===== src/core_special_registers_defs.svh =====
// Offsets, field positions, reset values and selectors of the special-register set.
// Included by its bare name; only the register module uses it.
`ifndef CORE_SPECIAL_REGISTERS_DEFS_SVH
`define CORE_SPECIAL_REGISTERS_DEFS_SVH

`define RESET_SP_VECTOR_ADDR 32'h0000_0000
`define RESET_PC_VECTOR_ADDR 32'h0000_0004
`define FLAG_N_BIT           31
`define FLAG_Z_BIT           30
`define FLAG_C_BIT           29
`define FLAG_V_BIT           28
`define FLAGS_MSB            31
`define FLAGS_LSB            28
`define EXC_NUM_MSB          5
`define EXC_NUM_LSB          0
`define EXEC_STATE_BIT       24
`define STACK_SEL_BIT        1
`define PRIORITY_MASK_REG_BIT          0
`define PRIORITY_MASK_REG_RESET        1'b0
`define STACK_SEL_RESET      1'b0
`define EXC_NUM_THREAD       6'h00

`define SEL_COMBINED         4'h0
`define SEL_FLAGS            4'h1
`define SEL_NUMBER           4'h2
`define SEL_STATE            4'h3
`define SEL_FLAGS_NUMBER     4'h4
`define SEL_FLAGS_STATE      4'h5
`define SEL_NUMBER_STATE     4'h6
`define SEL_MAIN_SP          4'h7
`define SEL_PROCESS_SP       4'h8
`define SEL_PRIORITY_MASK_REG          4'h9
`define SEL_CONTROL          4'ha

`endif


===== src/core_special_registers_pkg.sv =====
// Types shared by the special-register set and its users.
// Assumes the defines header lies on the include path.
package core_special_registers_pkg;
  typedef enum logic [1:0] {
    RST_IDLE,
    RST_FETCH_SP,
    RST_FETCH_PC,
    RST_RUN
  } boot_state_t;
  typedef logic [31:0] word_t;
endpackage


===== src/core_special_registers.sv =====
// Special registers of a small 32-bit core: stacks, link, program counter,
// status word, priority mask and stack control, with the reset fetch.
// Assumes the pipeline drives one request per cycle and a vector read port
// that answers a read in a later cycle with i_vec_valid.
`timescale 1ns/10ps
`include "core_special_registers_defs.svh"

module core_special_registers
  import core_special_registers_pkg::*;
(
  input  wire logic        i_clk,            // Core clock
  input  wire logic        i_reset,          // Synchronous reset, high
  output logic             o_vec_req,        // Vector read request
  output logic [31:0]      o_vec_addr,       // Vector read address
  input  wire logic        i_vec_valid,      // Vector word returned
  input  wire logic [31:0] i_vec_data,       // Vector word
  output logic             o_running,        // Boot fetch done
  input  wire logic        i_msr_we,         // Move-to special register
  input  wire logic        i_mrs_re,         // Move-from special register
  input  wire logic [3:0]  i_sel,            // Special register selector
  input  wire logic [31:0] i_wdata,          // Move-to data
  output logic [31:0]      o_rdata,          // Move-from data
  input  wire logic        i_sp_we,          // Write current stack pointer
  input  wire logic [31:0] i_sp_wdata,       // Stack pointer value
  output logic [31:0]      o_sp,             // Current stack pointer
  input  wire logic        i_lr_we,          // Link register write
  input  wire logic [31:0] i_lr_wdata,       // Link register value
  output logic [31:0]      o_lr,             // Link register
  input  wire logic        i_pc_we,          // Program counter write
  input  wire logic [31:0] i_pc_wdata,       // Program counter value
  output logic [31:0]      o_pc,             // Program counter
  input  wire logic        i_interwork,      // Branch-exchange or pop to pc
  input  wire logic        i_flags_we,       // Flags update from execute
  input  wire logic [3:0]  i_flags,          // Result flags N Z C V
  input  wire logic        i_isb,            // Barrier retiring
  input  wire logic        i_exc_entry,      // Exception entry
  input  wire logic [5:0]  i_exc_num,        // Entered exception number
  input  wire logic [31:0] i_exc_vector,     // Fetched handler vector
  input  wire logic        i_exc_return,     // Exception return
  input  wire logic [31:0] i_stacked_psr,    // Restored status word
  input  wire logic        i_ret_to_thread,  // Return lands in thread
  input  wire logic        i_ret_use_psp,    // Return selects process stack
  input  wire logic        i_exec_attempt,   // Instruction about to execute
  input  wire logic        i_multi_active,   // Multiple transfer in flight
  input  wire logic        i_irq_taken,      // Interrupt accepted
  input  wire logic        i_prio_configurable, // Candidate is configurable
  output logic             o_prio_block,     // Activation blocked
  output logic             o_severe_fault,   // State-bit fault pulse
  output logic             o_multi_restart,  // Restart from first transfer
  output logic [31:0]      o_stacked_psr,    // Status word to stack
  output logic             o_handler_mode,   // Handler mode
  output logic             o_use_psp         // Process stack in use
);

  ////////////////////////////////////////////////////////////////////////////
  boot_state_t boot_r, boot_nxt;
  word_t       msp_r, msp_nxt;
  word_t       psp_r, psp_nxt;
  word_t       lr_r, lr_nxt;
  word_t       pc_r, pc_nxt;
  logic [3:0]  flags_r, flags_nxt;
  logic [5:0]  excn_r, excn_nxt;
  logic        tbit_r, tbit_nxt;
  logic        pmask_r, pmask_nxt;
  logic        spsel_r, spsel_nxt;
  logic        active_psp_r, active_psp_nxt;
  logic        fault_r, fault_nxt;
  logic        restart_r, restart_nxt;
  logic        handler;
  word_t       rdata_nxt;
  // Views of the status word
  word_t       psr_full;
  word_t       f_view;
  word_t       n_view;

  assign handler = (excn_r != `EXC_NUM_THREAD);

  always_comb begin
    f_view = 32'h0000_0000;
    f_view[`FLAGS_MSB:`FLAGS_LSB] = flags_r;
  end

  always_comb begin
    n_view = 32'h0000_0000;
    n_view[`EXC_NUM_MSB:`EXC_NUM_LSB] = excn_r;
  end

  always_comb begin
    psr_full = f_view | n_view;
    psr_full[`EXEC_STATE_BIT] = tbit_r;
  end

  ////////////////////////////////////////////////////////////////////////////
  // Reset fetch sequencer
  always_comb begin
    boot_nxt = boot_r;
    case (boot_r)
      RST_IDLE:     boot_nxt = RST_FETCH_SP;
      RST_FETCH_SP: if (i_vec_valid) boot_nxt = RST_FETCH_PC;
      RST_FETCH_PC: if (i_vec_valid) boot_nxt = RST_RUN;
      RST_RUN:      boot_nxt = RST_RUN;
      default:      boot_nxt = RST_IDLE;
    endcase
  end

  always_ff @(posedge i_clk) begin
    if (i_reset)
      boot_r <= RST_IDLE;
    else
      boot_r <= boot_nxt;
  end

  assign o_vec_req  = (boot_r == RST_FETCH_SP) || (boot_r == RST_FETCH_PC);
  assign o_vec_addr = (boot_r == RST_FETCH_PC) ? `RESET_PC_VECTOR_ADDR
                                               : `RESET_SP_VECTOR_ADDR;
  assign o_running  = (boot_r == RST_RUN);

  ////////////////////////////////////////////////////////////////////////////
  // Register next values
  always_comb begin
    msp_nxt = msp_r;
    psp_nxt = psp_r;
    lr_nxt = lr_r;
    pc_nxt = pc_r;
    flags_nxt = flags_r;
    excn_nxt = excn_r;
    tbit_nxt = tbit_r;
    pmask_nxt = pmask_r;
    spsel_nxt = spsel_r;
    active_psp_nxt = active_psp_r;

    if (boot_r == RST_FETCH_SP && i_vec_valid)
      msp_nxt = i_vec_data;
    // Vector bit 0 is the state bit, never an address bit
    if (boot_r == RST_FETCH_PC && i_vec_valid) begin
      pc_nxt = {i_vec_data[31:1], 1'b0};
      tbit_nxt = i_vec_data[0];
    end
    if (o_running) begin
      if (i_sp_we) begin
        if (active_psp_r)
          psp_nxt = i_sp_wdata;
        else
          msp_nxt = i_sp_wdata;
      end

      if (i_lr_we)
        lr_nxt = i_lr_wdata;

      // Plain writes keep the state bit; only interworking moves it
      if (i_pc_we) begin
        pc_nxt = {i_pc_wdata[31:1], 1'b0};
        if (i_interwork)
          tbit_nxt = i_pc_wdata[0];
      end

      if (i_flags_we)
        flags_nxt = i_flags;

      if (i_msr_we) begin
        case (i_sel)
          `SEL_COMBINED, `SEL_FLAGS, `SEL_FLAGS_NUMBER, `SEL_FLAGS_STATE:
            flags_nxt = i_wdata[`FLAGS_MSB:`FLAGS_LSB];
          `SEL_MAIN_SP:    msp_nxt = i_wdata;
          `SEL_PROCESS_SP: psp_nxt = i_wdata;
          `SEL_PRIORITY_MASK_REG:    pmask_nxt = i_wdata[`PRIORITY_MASK_REG_BIT];
          `SEL_CONTROL:
            if (!handler)
              spsel_nxt = i_wdata[`STACK_SEL_BIT];
          default: ;
        endcase
      end

      // Stack choice takes effect only at a barrier
      if (i_isb)
        active_psp_nxt = spsel_nxt && !handler;

      // Entry wins over return in the same cycle
      if (i_exc_entry) begin
        excn_nxt = i_exc_num;
        tbit_nxt = i_exc_vector[0];
        spsel_nxt = 1'b0;
        active_psp_nxt = 1'b0;
      end else if (i_exc_return) begin
        flags_nxt = i_stacked_psr[`FLAGS_MSB:`FLAGS_LSB];
        tbit_nxt = i_stacked_psr[`EXEC_STATE_BIT];
        excn_nxt = i_ret_to_thread ? `EXC_NUM_THREAD
                                   : i_stacked_psr[`EXC_NUM_MSB:`EXC_NUM_LSB];
        spsel_nxt = i_ret_to_thread && i_ret_use_psp;
        active_psp_nxt = i_ret_to_thread && i_ret_use_psp;
      end
    end
  end

  ////////////////////////////////////////////////////////////////////////////
  // One-cycle pulses for the fault and the restart
  always_comb begin
    fault_nxt   = o_running && i_exec_attempt && !tbit_r;
    restart_nxt = o_running && i_irq_taken && i_multi_active;
  end

  always_ff @(posedge i_clk) begin
    if (i_reset) begin
      fault_r <= 1'b0;
      restart_r <= 1'b0;
    end else begin
      fault_r <= fault_nxt;
      restart_r <= restart_nxt;
    end
  end

  always_ff @(posedge i_clk) begin
    if (i_reset) begin
      msp_r <= 32'h0000_0000;
      psp_r <= 32'h0000_0000;
      pc_r <= 32'h0000_0000;
      flags_r <= 4'h0;
      excn_r <= `EXC_NUM_THREAD;
      tbit_r <= 1'b0;
      pmask_r <= `PRIORITY_MASK_REG_RESET;
      spsel_r <= `STACK_SEL_RESET;
      active_psp_r <= 1'b0;
    end else begin
      msp_r <= msp_nxt;
      psp_r <= psp_nxt;
      pc_r <= pc_nxt;
      flags_r <= flags_nxt;
      excn_r <= excn_nxt;
      tbit_r <= tbit_nxt;
      pmask_r <= pmask_nxt;
      spsel_r <= spsel_nxt;
      active_psp_r <= active_psp_nxt;
    end
  end

  // Link register is deliberately left without reset
  always_ff @(posedge i_clk) begin
    lr_r <= lr_nxt;
  end

  ////////////////////////////////////////////////////////////////////////////
  // Read views; the state bit never shows to software
  // Read data holds until the next read
  always_comb begin
    rdata_nxt = o_rdata;
    if (i_mrs_re) begin
      case (i_sel)
        `SEL_COMBINED:     rdata_nxt = f_view | n_view;
        `SEL_FLAGS:        rdata_nxt = f_view;
        `SEL_NUMBER:       rdata_nxt = n_view;
        `SEL_STATE:        rdata_nxt = 32'h0000_0000;
        `SEL_FLAGS_NUMBER: rdata_nxt = f_view | n_view;
        `SEL_FLAGS_STATE:  rdata_nxt = f_view;
        `SEL_NUMBER_STATE: rdata_nxt = n_view;
        `SEL_MAIN_SP:      rdata_nxt = msp_r;
        `SEL_PROCESS_SP:   rdata_nxt = psp_r;
        `SEL_PRIORITY_MASK_REG:      rdata_nxt = {31'h0, pmask_r};
        `SEL_CONTROL:
          rdata_nxt = {30'h0, spsel_r && !handler, 1'b0};
        default:           rdata_nxt = 32'h0000_0000;
      endcase
    end
  end

  always_ff @(posedge i_clk) begin
    if (i_reset)
      o_rdata <= 32'h0000_0000;
    else
      o_rdata <= rdata_nxt;
  end

  assign o_sp            = active_psp_r ? psp_r : msp_r;
  assign o_lr            = lr_r;
  assign o_pc            = pc_r;
  assign o_prio_block    = pmask_r && i_prio_configurable;
  assign o_severe_fault  = fault_r;
  assign o_multi_restart = restart_r;
  assign o_stacked_psr   = psr_full;
  assign o_handler_mode  = handler;
  assign o_use_psp       = active_psp_r;

endmodule


===== config.mk =====
export PLATFORM = sky130hd
export DESIGN_NAME = core_special_registers
export DESIGN_NICKNAME = d
export VERILOG_FILES = /design/src/core_special_registers_pkg.sv /design/src/core_special_registers.sv
export VERILOG_INCLUDE_DIRS = /design/src /design/src/src
export SDC_FILE = /design/constraint.sdc
export NUM_CORES = 1
export LEC_CHECK = 0
export BUFFER_PORTS_ARGS = -buffer_cell sky130_fd_sc_hd__buf_4
export CAP_MARGIN = 10
export CORE_AREA = 2 2 176 178
export DETAILED_ROUTE_END_ITERATION = 16
export DIE_AREA = 0 0 178 180
export GPL_TIMING_DRIVEN = 0
export SYNTH_ARGS = -nofsm -noshare
export SYNTH_HDL_FRONTEND = slang
export SYNTH_SLANG_ARGS = --single-unit

===== constraint.sdc =====
create_clock -name i_clk -period 4.5 [get_ports i_clk]
set_clock_uncertainty 0.15 [all_clocks]
set_input_delay 0.225 -clock i_clk [delete_from_list [all_inputs] [get_ports i_clk]]
set_output_delay 0.225 -clock i_clk [all_outputs]
set_load 0.05 [all_outputs]

==> impl_metrics.toml <==
[layout]
nFillCells = 2943
syn2layout_area_growth_pct = 60.84
drive_gt1_share_pct = 31.94
final_nets = 1782

[cts]
cts_tree = "yes"
clock_sinks = 178
cts_resized = 0
cts-hold-fix-buffers = 144
numCtsBuffers = 17
cts_setup_buffers = 0
htreeDepth = 4
clockBufferDepth = 2
cts-root-buf = "clkbuf_16"
clk_pin_slew_ps = 80
clock_latency_ps = 430

[power_and_ir_drop]
leakage_uw = 0.006071
swShare_pct = 35.51
clock_power_share_pct = 33.6
power_frac_seq_pct = 38.5
combPwrFrac_pct = 28.0
power_uw = 4580
p_int_uw = 2954
power.switching_uw = 1626
ir_worst_vdd_mv = 0.2663
p_per_area_nw_per_um2 = 324.5

[critical_path]
cp_top_family = "buffers and inverters"
cp-end-kind = "flop"
cp.required_ps = 4490
crit_type = "reg -> reg"
arrival_ps = 3450
crit_path_top_delay_cell = "and2_1"
slowest_delay_ps = 870
crit_buf_inv = 3
worstSetupStartpointType = "flop"
cp_max_fo = 22
cp_cell_sequence = "ha_1 > clkbuf_1 > buf_1 > and2_1 > buf_8"

[yosys]
syn_area_sq_um = 8775
yosys-top-cells-area = "dfxtp_1 (33%), edfxtp_1 (11%), mux2_2 (5.1%)"
yosys-top-cells-count = "dfxtp_1 (146), nand2_1 (76), clkbuf_1 (72)"
yosys.area.top_type_share_pct = 33.31
synth_most_common_cell = "dfxtp_1"
async_flop_share_pct = 0
synth-seq-cells = 178
synth_top_flop_cell = "dfxtp_1"
yosysTopAreaCell = "dfxtp_1"
yosys_warnings = 0
netlist_instances = 958
synth_edf_count = 32
synth.distinct_cells = 49
syn_area_per_cell_sq_um = 9.159
seq_area_frac_synth_pct = 44.26

[floorplan]
die_h_um = 180
ios = 456
start_util_pct = 29.07
die_w_um = 178
row_count = 64
dieArea_sq_um = 32040
core_area_sq_um = 30190

[sta]
hold_ws_ps = 14.79
setup_viol = 0
min_period_ps = 3457
maxSlewViolCount = 0
fin_crit_sh_pct = 76.83
maxSlewHeadroom_pct = 35.23
postLayoutSetupSlackWorst_ps = 1043
tightest_slew_ps = 971.5
fmax_mhz = 289.3
rsz0062_at_grt = "no"
hold_viol = 0
tns_ps = 0

[detailed_routing]
wire_per_inst_um = 21.15
vias = 9943
detail_route.first_pass.iterations = 7
routed_wl_mm = 40.87
first_iter_violations = 835
avgViaCountPerCell = 5.146
ant_nets = 0
drc = 0

[placed_design]
portBuffers = 348
dp_hpwl_mm = 30.63
gp_congestion = 0.8632
place_ws_ps = 979.5

[global_routing]
busiest_layer = "met2"
grt_use_total_pct = 24.74
first_global_vias = 10080
grt-ovfl-total = 0
antenna_found_initial = 3
globalRouteMet3Util_pct = 5.076
gr-usage-met1_pct = 29.98
grt_pass1_wl_mm = 60.06
grt_util_met2_pct = 42.19
grt_max_degree = 23

[worst_hold_path]
worstHoldPathType = "in -> reg"

[job]
maxCapViolations = 0

[run_status]
status = "finished clean"
==> cells in the final DEF, fill, tap and decap left out, types with 2 or more instances in the layout <==
cell type and n:
a311oi_1 31, inv_6 2, edfxtp_1 32, nand3_1 36, dfxtp_1 146, buf_2 11, mux2_2 40, clkinv_4 3
a222oi_1 10, dlygate4sd3_1 144, a31oi_1 12, and2_1 3, clkbuf_16 17, buf_1 5, buf_4 402, a211o_1 21
nor3_1 64, a21oi_1 6, or2_2 2, o22ai_1 11, o21ai_0 55, o21a_1 2, mux2i_1 40, inv_1 7
a22oi_1 27, nor2_1 55, nor4_1 33, nand2_1 76, nor3b_1 4, a211oi_1 12, nor2b_1 32, inv_8 6
a221oi_1 22, ha_1 4, and3_1 12, diode_2 2, clkbuf_1 73, conb_1 52, nand2b_1 4
==> worst reg2reg max path, delay by kind of cell, from the launching register on <==
family | cells | cell delay (ps)
adders and majority gates | 1 | 390
buffers and inverters | 3 | 1350
DFF | 1 | 400
and+or+nand+nor | 1 | 880
==> worst paths after layout <==
check,startpoint,endpoint,slack (ps),cells past startpoint
setup / recovery,boot_r[0]$_SDFFE_PP0P_,o_lr[30]$_DFFE_PP_,1040,5
hold / removal,i_vec_data[12],msp_r[12]$_SDFF_PP0_,10,3
setup reg to reg,boot_r[0]$_SDFFE_PP0P_,o_lr[30]$_DFFE_PP_,1040,5
hold reg to reg,o_rdata[12]$_SDFFE_PP0P_,o_rdata[12]$_SDFFE_PP0P_,310,2
==> layout make-up <==
type / count / area [sq um] / area share (%)
plain buffers: 142 / 749.5 / 5.310
clock buffers: 19 / 442.9 / 3.138
diodes: 2 / 5.005 / 0.03546
clock inverters: 13 / 135.1 / 0.9575
repair buffers: 493 / 4069 / 28.83
well taps: 396 / 495.5 / 3.511
flip-flops and latches: 178 / 3884 / 27.52
multi-input cells: 681 / 4303 / 30.49
inverters: 8 / 30.03 / 0.2128
==> per-layer routing <==
layer | wire length [um] | part of all wire, %
met1 | 16290 | 40
met2 | 19890 | 49
met3 | 3264 | 8.0
met4 | 1405 | 3.4
met5 | 17 | 0.042
==> per-stage QoR <==
step,cells,utilization (%),instance area [sq um]
2_1_floorplan,1009,-,8966
3_5_place_dp,1754,40.04,12090
6_report,1932,46.75,14110
3_3_place_gp,1753,40.00,12070
5_1_grt,1932,46.75,14110
4_1_cts,1930,46.73,14110
==> power groups by stage <==
stage / Combinational [uW] / Clock (uW) / Sequential, uW
after floorplan: 571 / 0 / 1930
after global placement: 1140 / 0 / 1800
after detailed placement: 1150 / 0 / 1800
after CTS: 1270 / 1560 / 1760
after global routing: 1350 / 1620 / 1770
final: 1280 / 1540 / 1760
==> sequential cells by signal, summed over array words and instances, names as in the netlist <==
register,cells
msp_r,32
o_lr,32
o_pc,32
o_rdata,32
psp_r,32
excn_r,6
flags_r,4
boot_r,2
o_multi_restart,1
o_severe_fault,1
o_use_psp,1
pmask_r,1
spsel_r,1
tbit_r,1
==> cell families after synthesis <==
kind of cell    Yosys count  share of synthesized area (%)
compound gates          215                          17.72
fa+ha+maj                 4                         0.5704
buf+inv                 150                          8.884
flops                   178                          44.26
mux                      80                          9.696
other cells               1                        0.04274
simple gates            330                          18.82
Note: power is estimated with default switching activity, not from simulation.
